$ cat src/hw/qtu_pkg.sv
// Constants, register map and carrier types of the quad timer unit.
// Assumes a Wishbone classic slave with the 8-bit registers in byte lane 0.
package qtu_pkg;
    localparam int ADR_W = 10;
    localparam int ADR_LSB = 2;
    // Register indexes; byte address is four times the index
    localparam logic [7:0] IDX_EDGE = 8'hD4;
    localparam logic [7:0] IDX_T1 = 8'hF0;
    localparam logic [7:0] IDX_T2 = 8'hF1;
    localparam logic [7:0] IDX_T3 = 8'hF2;
    localparam logic [7:0] IDX_T4 = 8'hF3;
    localparam logic [7:0] IDX_FF = 8'hF7;
    localparam logic [7:0] IDX_PA = 8'hF8;
    localparam logic [7:0] IDX_PB = 8'hF9;
    localparam logic [7:0] IDX_EX = 8'hFA;
    localparam logic [7:0] IDX_SYS = 8'hFB;
    // Field positions
    localparam int PA_T1_STOP = 0;
    localparam int PA_T1_EV = 1;
    localparam int PA_T1_SUB = 2;
    localparam int PA_T1_OUT = 3;
    localparam int PA_T2_STOP = 4;
    localparam int PA_T2_OVF = 5;
    localparam int PA_T2_DIV = 6;
    localparam int PB_T3_STOP = 0;
    localparam int PB_T3_SRC = 1;
    localparam int PB_T4_STOP = 3;
    localparam int PB_T4_SRC = 4;
    localparam int PB_T4_PW = 6;
    localparam int PB_T4_OUT = 7;
    localparam int EX_PRE1 = 0;
    localparam int EX_PRE4 = 1;
    localparam int EX_T4_SUB = 5;
    localparam int EX_T2SEL = 6;
    localparam int EX_PWM = 7;
    localparam int SYS_SUB = 7;
    localparam int EP_POL0 = 2;
    localparam int EP_POL1 = 3;
    localparam int EP_PWSEL = 4;
    // Reset values
    localparam logic [7:0] PA_RST = 8'h11;
    localparam logic [7:0] PB_RST = 8'h09;
    localparam logic [7:0] REG_RST = 8'h00;
    localparam logic [7:0] CNT_RST = 8'hFF;
    // Source codes of timers 3 and 4
    localparam logic [1:0] T3_DIV16 = 2'h0;
    localparam logic [1:0] T3_SUB = 2'h1;
    localparam logic [1:0] T3_OVF = 2'h2;
    localparam logic [1:0] T3_EV = 2'h3;
    localparam logic [1:0] T4_T3OVF = 2'h0;
    localparam logic [1:0] T4_OSC = 2'h1;
    localparam logic [1:0] T4_OVF = 2'h2;
    localparam logic [1:0] T4_EV = 2'h3;
    // Prescaler masks and counter end values
    localparam logic [7:0] M16 = 8'h0F;
    localparam logic [7:0] M64 = 8'h3F;
    localparam logic [7:0] M128 = 8'h7F;
    localparam logic [7:0] M256 = 8'hFF;
    localparam logic [7:0] CNT_TOP = 8'hFF;
    localparam logic [7:0] CNT_ZERO = 8'h00;

    typedef struct packed {
        logic div16;
        logic div64;
        logic div128;
        logic div256;
        logic sub;
        logic ev0;
        logic ev1;
    } qtu_tick_t;
endpackage

$ cat src/hw/qtu_top.sv
// Quad 8-bit timer unit with reload latches, pulse, width and PWM modes.
// Assumes pins synchronous to clk_i and a Wishbone classic master.
`timescale 1ns/1ps
module qtu_top
    import qtu_pkg::*;
(
    input wire logic clk_i,
    input wire logic rst_i,
    input wire logic cyc_i,
    input wire logic stb_i,
    input wire logic we_i,
    input wire logic [ADR_W-1:0] adr_i,
    input wire logic [3:0] sel_i,
    input wire logic [31:0] dat_i,
    output logic [31:0] dat_o,
    output logic ack_o,
    input wire logic first_counter_input_i,
    input wire logic second_counter_input_i,
    input wire logic main_oscillator_i,
    input wire logic sub_oscillator_i,
    input wire logic port1_pin2_dir_i,
    input wire logic port1_pin3_dir_i,
    output logic port1_pin2_o,
    output logic port1_pin2_oe_o,
    output logic port1_pin3_o,
    output logic port1_pin3_oe_o,
    output logic [3:0] timer_irq_o
);

    function automatic logic pick4(input logic [1:0] c, input logic [3:0] v);
        pick4 = v[c];
    endfunction

    function automatic logic div_hit(input logic [7:0] p, input logic [7:0] m);
        div_hit = ((p & m) == m);
    endfunction

    function automatic logic [7:0] cnt_step(input logic [7:0] c, input logic [7:0] l);
        cnt_step = (c == CNT_TOP) ? l - 8'h01 : c - 8'h01;
    endfunction

    logic [7:0] edge_reg, pair_a_reg, pair_b_reg, extra_reg, sys_reg;
    logic [7:0] cnt_reg [4];
    logic [7:0] latch_reg [4];
    logic out1_reg, out2_reg;
    logic [3:0] ovf_reg;
    logic ack_reg;
    logic [31:0] dat_reg;
    logic [7:0] pre_reg;
    logic osc_prev_reg, sub_prev_reg, ev0_prev_reg, ev1_prev_reg;
    logic pin2_reg, pin2_oe_reg, pin3_reg, pin3_oe_reg;

    // ==========================================
    // Bus decode
    wire logic [7:0] idx = adr_i[ADR_W-1:ADR_LSB];
    wire logic req = cyc_i & stb_i;
    wire logic wr = req & we_i & sel_i[0] & ack_reg;
    wire logic [7:0] wd = dat_i[7:0];
    wire logic wr_edge = wr & (idx == IDX_EDGE);
    wire logic wr_pa = wr & (idx == IDX_PA);
    wire logic wr_pb = wr & (idx == IDX_PB);
    wire logic wr_ex = wr & (idx == IDX_EX);
    wire logic wr_sys = wr & (idx == IDX_SYS);
    wire logic wr_ff = wr & (idx == IDX_FF);
    wire logic [3:0] wr_t = {4{wr}} & {idx == IDX_T4, idx == IDX_T3,
                                       idx == IDX_T2, idx == IDX_T1};
    wire logic ack_next = req & ~ack_reg;
    logic [7:0] rd_next;

    // Timers read their live count
    always_comb
    begin
        rd_next = 8'h00;
        if (idx == IDX_EDGE) rd_next = edge_reg;
        else if (idx == IDX_T1) rd_next = cnt_reg[0];
        else if (idx == IDX_T2) rd_next = cnt_reg[1];
        else if (idx == IDX_T3) rd_next = cnt_reg[2];
        else if (idx == IDX_T4) rd_next = cnt_reg[3];
        else if (idx == IDX_FF) rd_next = {6'h00, out2_reg, out1_reg};
        else if (idx == IDX_PA) rd_next = pair_a_reg;
        else if (idx == IDX_PB) rd_next = pair_b_reg;
        else if (idx == IDX_EX) rd_next = extra_reg;
        else if (idx == IDX_SYS) rd_next = sys_reg;
    end

    // ==========================================
    // Count sources
    wire logic osc_sel = sys_reg[SYS_SUB] ? sub_oscillator_i : main_oscillator_i;
    wire logic osc_fall = osc_prev_reg & ~osc_sel;
    wire logic ev0_sig = first_counter_input_i ~^ edge_reg[EP_POL0];
    wire logic ev1_sig = second_counter_input_i ~^ edge_reg[EP_POL1];
    qtu_tick_t tk;
    assign tk.div16 = osc_fall & div_hit(pre_reg, M16);
    assign tk.div64 = osc_fall & div_hit(pre_reg, M64);
    assign tk.div128 = osc_fall & div_hit(pre_reg, M128);
    assign tk.div256 = osc_fall & div_hit(pre_reg, M256);
    assign tk.sub = sub_prev_reg & ~sub_oscillator_i;
    assign tk.ev0 = ev0_prev_reg & ~ev0_sig;
    assign tk.ev1 = ev1_prev_reg & ~ev1_sig;

    wire logic t2_chain = pair_a_reg[PA_T2_OVF];
    // Chained timer 2 forces the timer 1 overflow choice
    wire logic tovf = (t2_chain | ~extra_reg[EX_T2SEL]) ? ovf_reg[0] : ovf_reg[1];
    wire logic t4_osc = extra_reg[EX_T4_SUB] ? tk.sub : tk.div16;
    logic [3:0] tick;
    assign tick[0] = pair_a_reg[PA_T1_EV] ? tk.ev0 :
                     pair_a_reg[PA_T1_SUB] ? tk.sub : tk.div16;
    assign tick[1] = t2_chain ? ovf_reg[0] :
                     pick4(pair_a_reg[PA_T2_DIV+:2],
                           {tk.div256, tk.div128, tk.div64, tk.div16});
    assign tick[2] = pick4(pair_b_reg[PB_T3_SRC+:2],
                           {tk.ev1, tovf, tk.sub, tk.div16});
    assign tick[3] = pick4(pair_b_reg[PB_T4_SRC+:2],
                           {tk.ev1, tovf, t4_osc, ovf_reg[2]});

    // ==========================================
    // Run gating
    wire logic pwm = extra_reg[EX_PWM];
    wire logic pw_pin = edge_reg[EP_PWSEL] ? second_counter_input_i : first_counter_input_i;
    wire logic pw_lvl = edge_reg[EP_PWSEL] ? edge_reg[EP_POL1] : edge_reg[EP_POL0];
    wire logic pw_ok = (pw_pin == pw_lvl);
    logic [3:0] run;
    assign run[0] = ~pair_a_reg[PA_T1_STOP];
    assign run[1] = ~pair_a_reg[PA_T2_STOP];
    assign run[2] = ~pair_b_reg[PB_T3_STOP] & ~(pwm & out2_reg);
    assign run[3] = pwm ? (~pair_b_reg[PB_T4_STOP] & out2_reg) :
                    pair_b_reg[PB_T4_PW] ? pw_ok : ~pair_b_reg[PB_T4_STOP];
    wire logic [3:0] step = tick & run;
    // PWM keeps the counter of a running timer 3 or 4 on writes
    wire logic [3:0] keep = {pwm & run[3], pwm & run[2], 2'b00};
    wire logic [3:0] wr_load = wr_t & ~keep;

    // ==========================================
    // Registers and bus answer
    always_ff @(posedge clk_i)
    begin
        if (rst_i)
        begin
            edge_reg <= REG_RST;
            pair_a_reg <= PA_RST;
            pair_b_reg <= PB_RST;
            extra_reg <= REG_RST;
            sys_reg <= REG_RST;
            ack_reg <= 1'b0;
            dat_reg <= 32'h0000_0000;
        end
        else
        begin
            if (wr_edge) edge_reg <= wd;
            if (wr_pa) pair_a_reg <= wd;
            if (wr_pb) pair_b_reg <= wd;
            if (wr_ex) extra_reg <= wd;
            if (wr_sys) sys_reg <= wd;
            ack_reg <= ack_next;
            if (ack_next) dat_reg <= {24'h00_0000, rd_next};
        end
    end

    // ==========================================
    // Prescaler and edge history
    always_ff @(posedge clk_i)
    begin
        if (rst_i)
        begin
            pre_reg <= 8'h00;
            osc_prev_reg <= 1'b0;
            sub_prev_reg <= 1'b0;
            ev0_prev_reg <= 1'b0;
            ev1_prev_reg <= 1'b0;
        end
        else
        begin
            if (osc_fall) pre_reg <= pre_reg + 8'h01;
            osc_prev_reg <= osc_sel;
            sub_prev_reg <= sub_oscillator_i;
            ev0_prev_reg <= ev0_sig;
            ev1_prev_reg <= ev1_sig;
        end
    end

    // ==========================================
    // Counters
    always_ff @(posedge clk_i)
    begin
        for (int i = 0; i < 4; i++)
        begin
            if (rst_i)
            begin
                cnt_reg[i] <= CNT_RST;
                latch_reg[i] <= CNT_RST;
                ovf_reg[i] <= 1'b0;
            end
            else
            begin
                if (wr_t[i]) latch_reg[i] <= wd;
                if (wr_load[i]) cnt_reg[i] <= wd;
                else if (step[i])
                    cnt_reg[i] <= cnt_step(cnt_reg[i], latch_reg[i]);
                ovf_reg[i] <= step[i] & (cnt_reg[i] == CNT_ZERO);
            end
        end
    end

    // ==========================================
    // Output flip-flops and pins
    always_ff @(posedge clk_i)
    begin
        if (rst_i)
        begin
            out1_reg <= 1'b0;
            out2_reg <= 1'b0;
            pin2_reg <= 1'b0;
            pin2_oe_reg <= 1'b0;
            pin3_reg <= 1'b0;
            pin3_oe_reg <= 1'b0;
        end
        else
        begin
            if (wr_ff & extra_reg[EX_PRE1]) out1_reg <= wd[0];
            else if (ovf_reg[0]) out1_reg <= ~out1_reg;
            if (wr_ff & extra_reg[EX_PRE4]) out2_reg <= wd[1];
            else if (pwm & ovf_reg[2]) out2_reg <= 1'b1;
            else if (pwm & ovf_reg[3]) out2_reg <= 1'b0;
            else if (~pwm & ovf_reg[3]) out2_reg <= ~out2_reg;
            pin2_reg <= out1_reg;
            pin2_oe_reg <= pair_a_reg[PA_T1_OUT] & port1_pin2_dir_i;
            pin3_reg <= out2_reg;
            pin3_oe_reg <= pair_b_reg[PB_T4_OUT] & port1_pin3_dir_i;
        end
    end

    assign dat_o = dat_reg;
    assign ack_o = ack_reg;
    assign port1_pin2_o = pin2_reg;
    assign port1_pin2_oe_o = pin2_oe_reg;
    assign port1_pin3_o = pin3_reg;
    assign port1_pin3_oe_o = pin3_oe_reg;
    assign timer_irq_o = ovf_reg;
endmodule

$ cat config.mk
export PLATFORM = sky130hd
export DESIGN_NAME = qtu_top
export DESIGN_NICKNAME = d
export VERILOG_FILES = /design/src/hw/qtu_pkg.sv /design/src/hw/qtu_top.sv
export SDC_FILE = /design/constraint.sdc
export NUM_CORES = 1
export LEC_CHECK = 0
export BUFFER_PORTS_ARGS = -buffer_cell sky130_fd_sc_hd__buf_2
export CORE_UTILIZATION = 35
export CTS_BUF_LIST = sky130_fd_sc_hd__clkbuf_4
export CTS_CLUSTER_DIAMETER = 50
export CTS_CLUSTER_SIZE = 14
export DETAILED_ROUTE_END_ITERATION = 8
export GPL_ROUTABILITY_DRIVEN = 0
export SETUP_SLACK_MARGIN = 0.15
export SYNTH_ARGS = -nofsm -noshare
export SYNTH_HDL_FRONTEND = slang
export SYNTH_SLANG_ARGS = --single-unit
export TNS_END_PERCENT = 100
$ cat constraint.sdc
create_clock -name clk_i -period 4.25 [get_ports clk_i]
set_clock_uncertainty 0.2 [all_clocks]
set_input_delay 0.6375 -clock clk_i [delete_from_list [all_inputs] [get_ports clk_i]]
set_output_delay 0.6375 -clock clk_i [all_outputs]
set_load 0.005 [all_outputs]
---- Word level (Yosys, flattened, before mapping) ----
Memories as Yosys holds them, arrays and structs flattened.
Cells that the tools add are included.
word-level totals
  bits of input ports ..................... 57
  memory bits (writable) .................. 64
  bits in registers ....................... 71
  word-level logic and storage cells ...... 216
  memories ................................ 2
  output and inout bits ................... 41
cells by class
  multiplexer cells ....................... 90
  add/sub/neg operators ................... 9
  magnitude comparators ................... 3
  equality and inequality tests ........... 19
  reductions and logical operators ........ 6
  bitwise gates (word level) .............. 68
memories
  name       depth  bits a word  rd ports  clocked after Yosys merged registers in  wr ports  RTL line       RTL
  cnt_reg    4      8            4         0                                        4         qtu_top.sv:43  logic [7:0] cnt_reg [4];
  latch_reg  4      8            4         0                                        4         qtu_top.sv:44  logic [7:0] latch_reg [4];
operators by type and width
  cell                 count
  $mux 8               26
  $eq 8x8->1 const B   15
  $sub 8x1->8 const B  8
  $mux 1               61
  $and 1x1->1          35
  $logic_not 8->1      4
  $not 1->1            14
  $or 1x1->1           13
  $and 4x4->4          3
  $lt 2x3->1 const B   3
  $add 8x1->8 const B  1
  $eq 7x7->1 const B   1
  $bmux 1 s2           3
  $eq 6x6->1 const B   1
  $eq 4x4->1 const B   1
  $not 4->4            1
  $reduce_bool 4->1    1
  $reduce_bool 2->1    1
  $xnor 1x1->1         2
  $eq 1x1->1           1

---- Longest topological paths before layout ----
Gate-level depths: netlist (run 1).
  word-level depth ........................ 13
  mapped depth ............................ 9
  depth with buffers taken out ............ 8

---- Least setup slack after synthesis (run 1) ----
Ideal clock, no wire load.
  path kind ............................... input to register
  from .................................... in we_i
  to ...................................... mem cnt_reg[0][0], enable pin
  stages .................................. 6
  buffers on the path ..................... 2
  data arrival time ....................... 2.156 ns
  data required time ...................... 3.715 ns
  library setup time ...................... 0.335 ns
  path slack .............................. 1.560 ns
  path through ............................ and4_1 clkbuf_1 nand4bb_1 buf_2 o21bai_1 nand2b_1
RTL lines
  item                RTL line       RTL
  start: declaration  qtu_top.sv:11  input wire logic we_i,
  end: declaration    qtu_top.sv:43

==> results of run 1 <==
[power groups by stage]
stage	clock network [uW]	logic [uW]	registers (uW)
final	835	174	1370
after global routing	895	189	1370
after detailed placement	0	173	1400
after floorplan	0	122	1400
after CTS	852	174	1370
after global placement	0	173	1400
[final timing paths]
check | start | end | slack (ns) | depth (start not counted)
worst max register to register | sys_reg[7] | cnt_reg[1][1] | 1.48 | 5
worst max-delay path | sys_reg[7] | cnt_reg[1][1] | 1.48 | 5
worst min-delay path | port1_pin2_dir_i | port1_pin2_oe_o | 0.12 | 2
worst min register to register | extra_reg[3] | extra_reg[3] | 0.28 | 2
[cell usage in the layout, fill, tap and decap left out, drive strengths merged, types with 6 or more instances in the layout]
| cell type | instances |
|---|---|
| a211o | 6 |
| a21boi | 15 |
| a21oi | 49 |
| buf | 52 |
| clkbuf | 18 |
| clkinv | 7 |
| conb | 24 |
| dfxtp | 71 |
| edfxtp | 64 |
| inv | 26 |
| mux2i | 37 |
| nand2 | 61 |
| nand2b | 22 |
| nand3 | 25 |
| nand4 | 14 |
| nor2 | 76 |
| nor2b | 9 |
| nor3 | 26 |
| nor4 | 6 |
| o21ai | 41 |
| o21bai | 6 |
| o22a | 10 |
| o31ai | 8 |
| o41ai | 9 |
| or2 | 22 |
| or3 | 7 |
| xnor2 | 15 |
| xor2 | 16 |
[metal layers]
| layer | share of wire | track usage | routed length (um) | vias to the layer above |
|---|---|---|---|---|
| li1 | - | - | - | 2861 |
| met1 | 0.47 | 0.269 | 9700 | 2900 |
| met2 | 0.46 | 0.300 | 9410 | 179 |
| met3 | 0.050 | 0.0357 | 1020 | 22 |
| met4 | 0.016 | 0.0639 | 318 | 0 |
| met5 | 0 | 0 | 0 | - |
[stage by stage]
stage / setup slack (ns) / hold slack (ns) / area [um2]
floorplan: 1.56 / 0.250 / 7440
global placement: 0.976 / 0.261 / 7720
detailed placement: 0.931 / 0.266 / 7720
CTS: 1.46 / 0.0851 / 7990
global route: 1.27 / 0.0888 / 7990
finish: 1.48 / 0.124 / 7990
[cells by family (layout without fill, tap and decap cells)]
logic type	count (synthesis)	after routing
AOI/OAI and AO/OA	189	189
xor gates and xnor gates	31	31
adders and majority gates	5	5
buffers and inverters	84	106
DFF	135	135
muxes	44	44
other	1	26
and+or+nand+nor	286	286
[worst register-to-register path: stages (launching register included)]
cell      delay [ns]
dfxtp_1         0.44
mux2i_4         0.34
nand3_4         0.17
or4b_4          0.55
a21oi_2         0.29
nand2b_1        0.44
[area by class of cell]
cell class	count	area, um2	area share
diodes	2	5.00	0.000626
well taps	270	338	0.0423
flip-flops and latches	135	3340	0.418
inverters	22	82.6	0.0103
clock buffers	18	135	0.0169
multi-input cells	579	3680	0.460
repair buffers	52	280	0.0351
clock inverters	14	130	0.0163
==> impl_results.md, run 1 <==
* Largest family of logic cells by synthesized area: simple AND/OR/NAND/NOR gates
* DP HPWL at 14.6 mm
* Post-synth top cells: 75 x nor2_1, 71 x dfxtp_1, 64 x edfxtp_1
* Area share of fa/ha/maj cells after synthesis at 0.00851
* Global-route wire length before repair at 31.5 mm
* XOR/XNOR share of the synthesized area at 0.0369
* Final cell count without fillers at 1092
* Die area at 21600 um2
* Post-synthesis sequential area ratio at 0.455
* Overall die width at 147 um
* CP top delay family: simple AND/OR/NAND/NOR gates
* Outcome: complete, no violations
* Post-synthesis async set-or-reset flop share at 0
* Die Y at 147 um
* WL/cell at 18.7 um
* Clock network power share at 0.351
* CP arrival at 2.77 ns
* CTS H-tree depth at 4
* Logic pwr share at 0.073
* TNS Setup at 0 ns
* Net load switching power at 616 uW
* CP Class: reg -> reg
* Tot Pwr at 2380 uW
* Row cnt at 52
* Clock Latency Late Sink at 0.55 ns
* Worst path max stage delay at 0.55 ns
* Vias per Instance at 5.46
* Cts repair resizes at 0
* Library cells used by synthesis at 72
* GRT overflow at 0
* Lkg Pwr at 0.00285 uW
* Critical Path End Type: register
* Finished Core Util at 0.391
* Total Routing Usage GR at 0.193
* Slew Limit Fails at 0
* Slew at the pin with the worst max-slew slack at 0.719 ns
* Slowest CP cell: or4b_4
* Hold_buf cts at 0
* DRT Pass-1 Iters at 5
* Core Area at 20400 um2
* Post-synthesis compound-gate area fraction at 0.170
* Placed Instances at 1058
* CP startpoint kind: register
* Final ANT Viol Nets at 0
* Most common cell in the netlist: nor2_1
* Fin. Hold Viols at 0
* Slew HR at 0.520
* Share of cells above drive strength 1 at 0.151
* Final worst path period need at 2.77 ns
* IO Port Bufs at 44
* Worst Path Required at 4.25 ns
* Mapped Cells at 775
* Setup Fix Bufs, Post-CTS at 0
* Sequential power share at 0.576
* Yosys reg bits at 135
* Synth Warn # at 0
* Starting density of the core at 0.360
* Crit path buffers/inverters at 0
* Nets@finish at 869
* Synth-to-Final Area Change at 8.75%
* Post-synth EDFFs at 64
* Clock transition at the registers of the reported paths at 0.11 ns
* Internal power at 1770 uW
* Detailed-route DRC error count at 0
* Post-synthesis mux area share at 0.0695
* Vias in the first global route at 5504
* Maximum achievable frequency at 361 MHz
* Largest net degree at the start of global routing at 42
* Setup violators final at 0
* Largest cells by area after synthesis: edfxtp_1 26%, dfxtp_1 19%, mux2i_1 4.9%, nor2_1 3.8%, a21oi_1 3.3%
* CTS Buf Count at 17
* Antenna violations before repair at 3
* Clock Tree Root: clkbuf_4
* Mean Syn Cell Area at 9.48 um2
* Clock tree from TritonCTS: built
* Initial detailed-routing violation count at 523
* Crit-path cells: mux2i_4 -> nand3_4 -> or4b_4 -> a21oi_2 -> nand2b_1
* Area share of the largest cell type after synthesis at 0.261
* Max-cap violations at 0
* Synthesized area at 7350 um2
* Clock sinks at 135
* Worst vdd ir at 0.181 mV
* Wire length after detailed routing at 20.4 mm
* Top_reg_cell synth: dfxtp_1
* Hold Crit Class: in -> reg
* Worst-path maximum fanout at 8
* Top-level port count at 98
* Clock buffer depth at 2
* Net Sw Frac at 0.259
* Post-Synth Simple-Gate Area at 0.203
* Vias at 5962
* Power Density at 298 nW/um2
* Synth area leader: edfxtp_1
* Filler instances at 2071
* RSZ-0062 raised after global routing: no
* Tcrit/Tclk final at 0.652
(Power assumes the default switching activity.)
==> inputs of run 2 (changes only) <==
--- a/config.mk
+++ b/config.mk
@@ -5,6 +5,7 @@
 export SDC_FILE = /design/constraint.sdc
 export NUM_CORES = 1
 export LEC_CHECK = 0
+export ABC_AREA = 1
 export BUFFER_PORTS_ARGS = -buffer_cell sky130_fd_sc_hd__buf_2
 export CORE_UTILIZATION = 35
 export CTS_BUF_LIST = sky130_fd_sc_hd__clkbuf_4
==> constraint.sdc (replaced) <==
create_clock -name clk_i -period 2.2 [get_ports clk_i]
set_clock_uncertainty 0.2 [all_clocks]
set_input_delay 0.33 -clock clk_i [delete_from_list [all_inputs] [get_ports clk_i]]
set_output_delay 0.33 -clock clk_i [all_outputs]
set_load 0.005 [all_outputs]
==> run 2 against run 1 <==
Via count grew 20%. First-iteration DRC count rose by 15%. Global-route usage rose by 1.5 points. Final area rose by 25%. Clock power is 100% higher. Sequential share of layout area shrank 8.3 points. Total power up 97%. Final cell count up 36%. Setup slack got worse by 1.5 ns. Non-clock buffer count grew 148.
==> impl_results.md, run 2 <==
* Outcome: complete, no violations
* Worst path max stage delay at 0.39 ns (-0.16 ns)
* Worst vdd ir at 0.271 mV (+50%)
* Row cnt at 53 (+1.9%)
* Synth Warn # at 0 (unchanged)
* Die area at 21900 um2 (+1.5%)
* Yosys reg bits at 135 (unchanged)
* Slew HR at 0.638 (+0.118)
* Wire length after detailed routing at 22.9 mm (+12%)
* Nets@finish at 1257 (+45%)
* Fin. Hold Viols at 0 (unchanged)
* Worst-path maximum fanout at 3 (-5)
* Overall die width at 148 um (+0.73%)
* Synth-to-Final Area Change at 34.0%
* Detailed-route DRC error count at 0 (unchanged)
* Max-cap violations at 0 (unchanged)
* Final ANT Viol Nets at 0 (unchanged)
* Crit-path cells: nand2_1 -> nor3_2 -> nand2_2 -> or2_0 -> nand2_1 -> ha_2 -> inv_2 -> nor2_4 -> inv_2 -> nor2_2 -> nand3b_1 -> nand3_1 -> nand2_1
* Mean Syn Cell Area at 7.50 um2 (-21%)
* Post-synthesis async set-or-reset flop share at 0 (unchanged)
* Clock Latency Late Sink at 0.55 ns (about the same)
* IO Port Bufs at 44 (unchanged)
* Clock Tree Root: clkbuf_4
* Hold Crit Start: dat_i[7]
* Lkg Pwr at 0.00423 uW (+48%)
* R2R cell count at 13 (+8)
* Vias in the first global route at 6685 (+21%)
* Power Density at 469 nW/um2 (+57%)
* Hold Crit Class: in -> reg
* Vias per Instance at 4.83 (-11%)
* Clock buffer depth at 2 (unchanged)
* Slew at the pin with the worst max-slew slack at 0.540 ns (-0.179 ns)
* Area share of the largest cell type after synthesis at 0.258 (-0.00382)
* Tcrit/Tclk final at 0.991 (+0.338)
* CP Class: reg -> reg
* Library cells used by synthesis at 43 (-40%)
* Share of cells above drive strength 1 at 0.317 (+0.166)
* Top_reg_cell synth: dfxtp_1
* CP most frequent cell: nand2_1
* Die Y at 148 um (+0.73%)
* Slowest CP cell: edfxtp_1
* Reg-to-reg startpoint: cnt_reg[2][1]
* Commonest non-fill, non-tap cell in the layout: nand2_1
* RSZ-0062 raised after global routing: yes
* Largest net degree at the start of global routing at 21 (-50%)
* Post-synth EDFFs at 64 (unchanged)
* TNS Setup at 0 ns (unchanged)
* Critical Path End Type: register
* Core Area at 21000 um2 (+2.6%)
* Global-route wire length before repair at 34.8 mm (+10%)
* Synthesized area at 7460 um2 (+1.5%)
* Initial detailed-routing violation count at 599 (+15%)
* CTS Buf Count at 17 (unchanged)
* Worst Hold Depth at 4 (+2)
* Largest cells by area after synthesis: edfxtp_1 26%, dfxtp_1 19%, nand2_1 12%, inv_1 6.3%, nor2_1 5.6%
* Slew Limit Fails at 0 (unchanged)
* Total Routing Usage GR at 0.208 (+0.0150)
* CP top delay family: simple AND/OR/NAND/NOR gates
* Antenna violations before repair at 0 (-3)
* Register area at 3350 um2 (+0.15%)
* Setup violators final at 0 (unchanged)
* Crit path buffers/inverters at 2 (+2)
* Number of diodes at 0 (-2)
* Post-synthesis sequential area ratio at 0.448 (-0.00664)
* CTS H-tree depth at 4 (unchanged)
* Most frequent cells in the layout: 204 x nand2_1, 120 x buf_4, 112 x inv_1
* Synth area leader: edfxtp_1
* Crit path depth at 13 (+8)
* DP HPWL at 16.6 mm (+14%)
* Most common cell in the netlist: nand2_1
* Top-level port count at 98 (unchanged)
* CP startpoint kind: register
* WL/cell at 15.4 um (-18%)
* Filler instances at 2077 (+0.29%)
* Clock sinks at 135 (unchanged)
* Vias at 7169 (+20%)
* Maximum achievable frequency at 459 MHz (+27%)
* Area of the multi-input gates at 3940 um2 (+7.0%)
* Starting density of the core at 0.356 (-0.00383)
* Clock tree from TritonCTS: built
* Mapped Cells at 994 (+28%)
* CP startpoint: cnt_reg[2][1]
* DRT Pass-1 Iters at 5 (unchanged)
* Cell area after layout at 10000 um2 (+25%)
* CP arrival at 2.30 ns (-0.47 ns)
* Worst Path Required at 2.32 ns (-1.93 ns)
* Post-synth top cells: 234 x nand2_1, 126 x inv_1, 112 x nor2_1
* Dpl cell area at 8690 um2 (+13%)
* Clock transition at the registers of the reported paths at 0.13 ns (+0.02 ns)
* GRT overflow at 0 (unchanged)
* Final worst path period need at 2.18 ns (-0.593 ns)
## run 2: worst min-delay path, cell delays in order
cell,delay (ns)
buf_2,0.11
buf_4,0.17
nand2_1,0.07
a21oi_1,0.05
## run 2: power breakdown
group          switching (uW)  internal [uW]  total (uW)
Combinational             224            126         351
Clock                    1000            695        1700
Sequential               8.06           2630        2640
Total                    1230           3460        4690
## run 2: through the flow
step	cells	setup WS [ns]	total power (uW)	utilization	hold WS (ns)
3_5_place_dp	1403	-0.0374	3000	0.415	0.247
2_1_floorplan	1017	0.104	2870	-	0.216
4_1_cts	1467	0.0612	4690	0.449	0.00444
3_3_place_gp	1403	-0.0111	3000	0.415	0.239
5_1_grt	1483	-0.0796	4860	0.477	0.00715
6_report	1483	0.0207	4690	0.477	0.0454
## run 2: area by class of cell
| cell class | count | area share |
|---|---|---|
| Inverter | 140 | 0.0546 |
| Timing Repair Buffer | 200 | 0.153 |
| Clock inverter | 14 | 0.0151 |
| Clock buffer | 18 | 0.0135 |
| Tap cell | 275 | 0.0344 |
| Sequential cell | 135 | 0.335 |
| Multi-Input combinational cell | 701 | 0.394 |
## run 2: what timing repair did
action	in CTS	in global routing
resized for setup	55	127
pin swaps	30	63
hold buffers	15	0
setup endpoints to repair	64	60
hold endpoints to repair	30	0
setup buffers	17	16
## run 2: path summary, 6_finish.rpt
kind	slack [ns]	end
max	0.02	cnt_reg[2][6]
min reg2reg	0.27	edge_reg[6]
max reg2reg	0.02	cnt_reg[2][6]
min	0.05	edge_reg[7]
## run 2: cell families after synthesis
group	after synthesis	synth area share
AO/OA/AOI/OAI	174	0.130
flip-flops	135	0.448
adder cells (fa/ha/maj)	5	0.00839
buffers and inverters	181	0.106
XOR/XNOR	16	0.0188
AND/OR/NAND/NOR	482	0.288
other	1	0.000503
## run 2: metal layers
layer	wire length (um)	global-route usage	up-vias
met1	10100	0.273	3288
met3	1410	0.0466	30
met2	10900	0.341	227
met4	373	0.0582	0
met5	0	0	-
li1	-	-	3624
==> inputs of run 3 (changes only) <==
--- a/config.mk
+++ b/config.mk
@@ -13,6 +13,8 @@
 export CTS_CLUSTER_SIZE = 14
 export DETAILED_ROUTE_END_ITERATION = 8
 export GPL_ROUTABILITY_DRIVEN = 0
+export PLACE_DENSITY = 0.64
+export REMOVE_ABC_BUFFERS = 1
 export SETUP_SLACK_MARGIN = 0.15
 export SYNTH_ARGS = -nofsm -noshare
 export SYNTH_HDL_FRONTEND = slang
==> run 3 against run 2 <==
Clock power up 4%. Fmax rose by 0.77%. Global-route usage up 0.43 points. Wire length up 1.7%. Sequential power about the same. Register-to-register slack improved by 0.02 ns. Core utilization fell by 0.64 points. Flip-flop and latch count stayed put. Sequential share of layout area up 0.48 points.
==> impl_results.md, run 3 (synthesis gave the netlist of run 2 again) <==
* TNS Setup at 0 ns (unchanged)
* Worst-path maximum fanout at 5 (+2)
* Final ANT Viol Nets at 0 (unchanged)
* Critical Path End Type: register
* Outcome: complete, no violations
* Clock buffer depth at 2 (unchanged)
* Synth-to-Final Area Change at 32.2%
* Hold EP: out1_reg
* RSZ-0062 raised after global routing: yes
* R2R setup slack at 0.04 ns (+0.02 ns)
* CP arrival at 2.27 ns (-0.03 ns)
* Global-route wire length before repair at 34.9 mm (+0.56%)
* Area of the multi-input gates at 3870 um2 (-1.7%)
* Clock sinks at 135 (unchanged)
* CP most frequent cell: nand2_2
* Die Y at 148 um (unchanged)
* GRT overflow at 0 (unchanged)
* Clock Tree Root: clkbuf_4
* Vias at 7257 (+1.2%)
* Commonest non-fill, non-tap cell in the layout: nand2_1
* Power Density at 482 nW/um2 (+2.7%)
* Hold Crit Start: we_i
* Total Routing Usage GR at 0.212 (+0.00427)
* Most frequent cells in the layout: 212 x nand2_1, 115 x buf_4, 114 x inv_1
* CP startpoint kind: register
* CP Class: reg -> reg
* CP top delay family: simple AND/OR/NAND/NOR gates
* Worst R2R End: cnt_reg[0][3]
* Setup violators final at 0 (unchanged)
* Wire length after detailed routing at 23.3 mm (+1.7%)
* WL/cell at 15.7 um (+2.0%)
* Share of cells above drive strength 1 at 0.293 (-0.0242)
* Crit-path cells: nand2_2 -> nor3_4 -> nand2_2 -> or2_1 -> nand2_2 -> buf_6 -> nand2_4 -> nor2_4 -> xor2_1 -> a21boi_1
* Clock transition at the registers of the reported paths at 0.13 ns (about the same)
* Crit path buffers/inverters at 1 (-1)
* Worst vdd ir at 0.319 mV (+18%)
* Fin. Hold Viols at 0 (unchanged)
* Antenna violations before repair at 1 (+1)
* Initial detailed-routing violation count at 610 (+1.8%)
* DRT Pass-1 Iters at 6 (+1)
* R2R cell count at 10 (-3)
* Detailed-route DRC error count at 0 (unchanged)
* Final cell count without fillers at 1478 (-0.34%)
* Reg-to-reg startpoint: cnt_reg[0][1]
* Vias in the first global route at 6610 (-1.1%)
* Slowest CP cell: edfxtp_1
* Final worst path period need at 2.16 ns (-0.0166 ns)
* CTS Buf Count at 17 (unchanged)
* Tcrit/Tclk final at 0.983 (-0.00755)
* Nets@finish at 1251 (-0.48%)
* Die area at 21900 um2 (unchanged)
* Worst Path Required at 2.31 ns (about the same)
* Max-cap violations at 0 (unchanged)
* Worst Hold Depth at 5 (+1)
* Slew Limit Fails at 0 (unchanged)
* Filler instances at 2070 (-0.34%)
* IO Port Bufs at 44 (unchanged)
* Hold Crit Class: in -> reg
* Starting density of the core at 0.356 (unchanged)
* Vias per Instance at 4.91 (+1.6%)
* Placed Instances at 1389 (-1.0%)
* Overall die width at 148 um (unchanged)
* Worst path max stage delay at 0.39 ns (about the same)
* Register area at 3350 um2 (about the same)
* Maximum achievable frequency at 462 MHz (+0.77%)
* Slew at the pin with the worst max-slew slack at 0.585 ns (+0.0442 ns)
* DP HPWL at 16.6 mm (-0.41%)
* Core Area at 21000 um2 (unchanged)
* Lkg Pwr at 0.00422 uW (-0.38%)
* Clock tree from TritonCTS: built
* Row cnt at 53 (unchanged)
* Top-level port count at 98 (unchanged)
* Clock Latency Late Sink at 0.57 ns (+0.02 ns)
* CTS H-tree depth at 4 (unchanged)
* Largest net degree at the start of global routing at 33 (+57%)
* Slew HR at 0.610 (-0.0272)
-- run 3: changes by cell type in the layout (fill, tap and decap cells not counted), sizes merged --
cell         change
buf              -8
bufinv           +1
clkinvlp         -5
clkinv           +5
dlygate4sd3      +2
inv              -1
diode            +1
-- run 3: repair_timing --
| item | CTS | global route |
|---|---|---|
| gates resized for setup | 49 | 110 |
| buffers inserted | 22 | 17 |
| hold endpoints to repair | 36 | 2 |
| hold buffers | 16 | 2 |
| pin swaps | 22 | 54 |
| endpoints found under the setup margin | 64 | 69 |
-- run 3: cell type report --
| class | count | share of cell area |
|---|---|---|
| timing repair buffer | 194 | 0.149 |
| clock buffer | 18 | 0.0137 |
| antenna | 1 | 0.000254 |
| tap | 275 | 0.0349 |
| clock inverter | 14 | 0.0159 |
| inverter | 140 | 0.0538 |
| multi-input combinational | 701 | 0.392 |
| sequential | 135 | 0.340 |
-- run 3: per-layer routing --
metal  up-vias  global-route usage  routed length, um
met2       252               0.342              11100
met5         -                   0                  0
met3        53              0.0383               1420
met4         0              0.0753                626
met1      3354               0.285              10100
li1       3598                   -                  -
-- run 3: how the worst max path moves through the flow --
stage | startpoint | endpoint | slack, ns | cells after the start
2_1_floorplan | adr_i[6] | cnt_reg[2][0] | -0.41 | 10
3_3_place_gp | cnt_reg[2][3] | cnt_reg[2][6] | -0.03 | 13
3_5_place_dp | cnt_reg[2][3] | cnt_reg[2][6] | -0.11 | 13
4_1_cts | cnt_reg[2][3] | dat_o[3] | 0.05 | 15
5_1_grt | cnt_reg[3][1] | cnt_reg[3][4] | -0.11 | 10
6_report | cnt_reg[0][1] | cnt_reg[0][3] | 0.04 | 10
-- run 3: power breakdown --
part	switching [uW]	leakage, uW	internal, uW
clock network	977	0.000165	790
registers	8.55	0.00102	2630
logic	224	0.00303	119
total	1210	0.00422	3540
-- run 3: per-stage QoR --
| stage | total power [uW] | cell area (um2) | hold WS [ns] | utilization | worst slack [ns] |
|---|---|---|---|---|---|
| final | 4750 | 9860 | 0.0710 | 0.471 | 0.0373 |
| after global routing | 4910 | 9860 | 0.0555 | 0.471 | -0.106 |
| after CTS | 4750 | 9320 | 0.0212 | 0.445 | 0.0500 |
| after detailed placement | 2990 | 8570 | 0.240 | 0.409 | -0.108 |
| after global placement | 2990 | 8570 | 0.233 | 0.409 | -0.0336 |
| after floorplan | 2820 | 7280 | 0.199 | - | -0.413 |
-- run 3: worst register-to-register path: stages, from the launching register on --
cell and delay [ns]:
edfxtp_1 0.39, nand2_2 0.10, nor3_4 0.21, nand2_2 0.10
or2_1 0.23, nand2_2 0.10, buf_6 0.11, nand2_4 0.04
nor2_4 0.13, xor2_1 0.21, a21boi_1 0.09
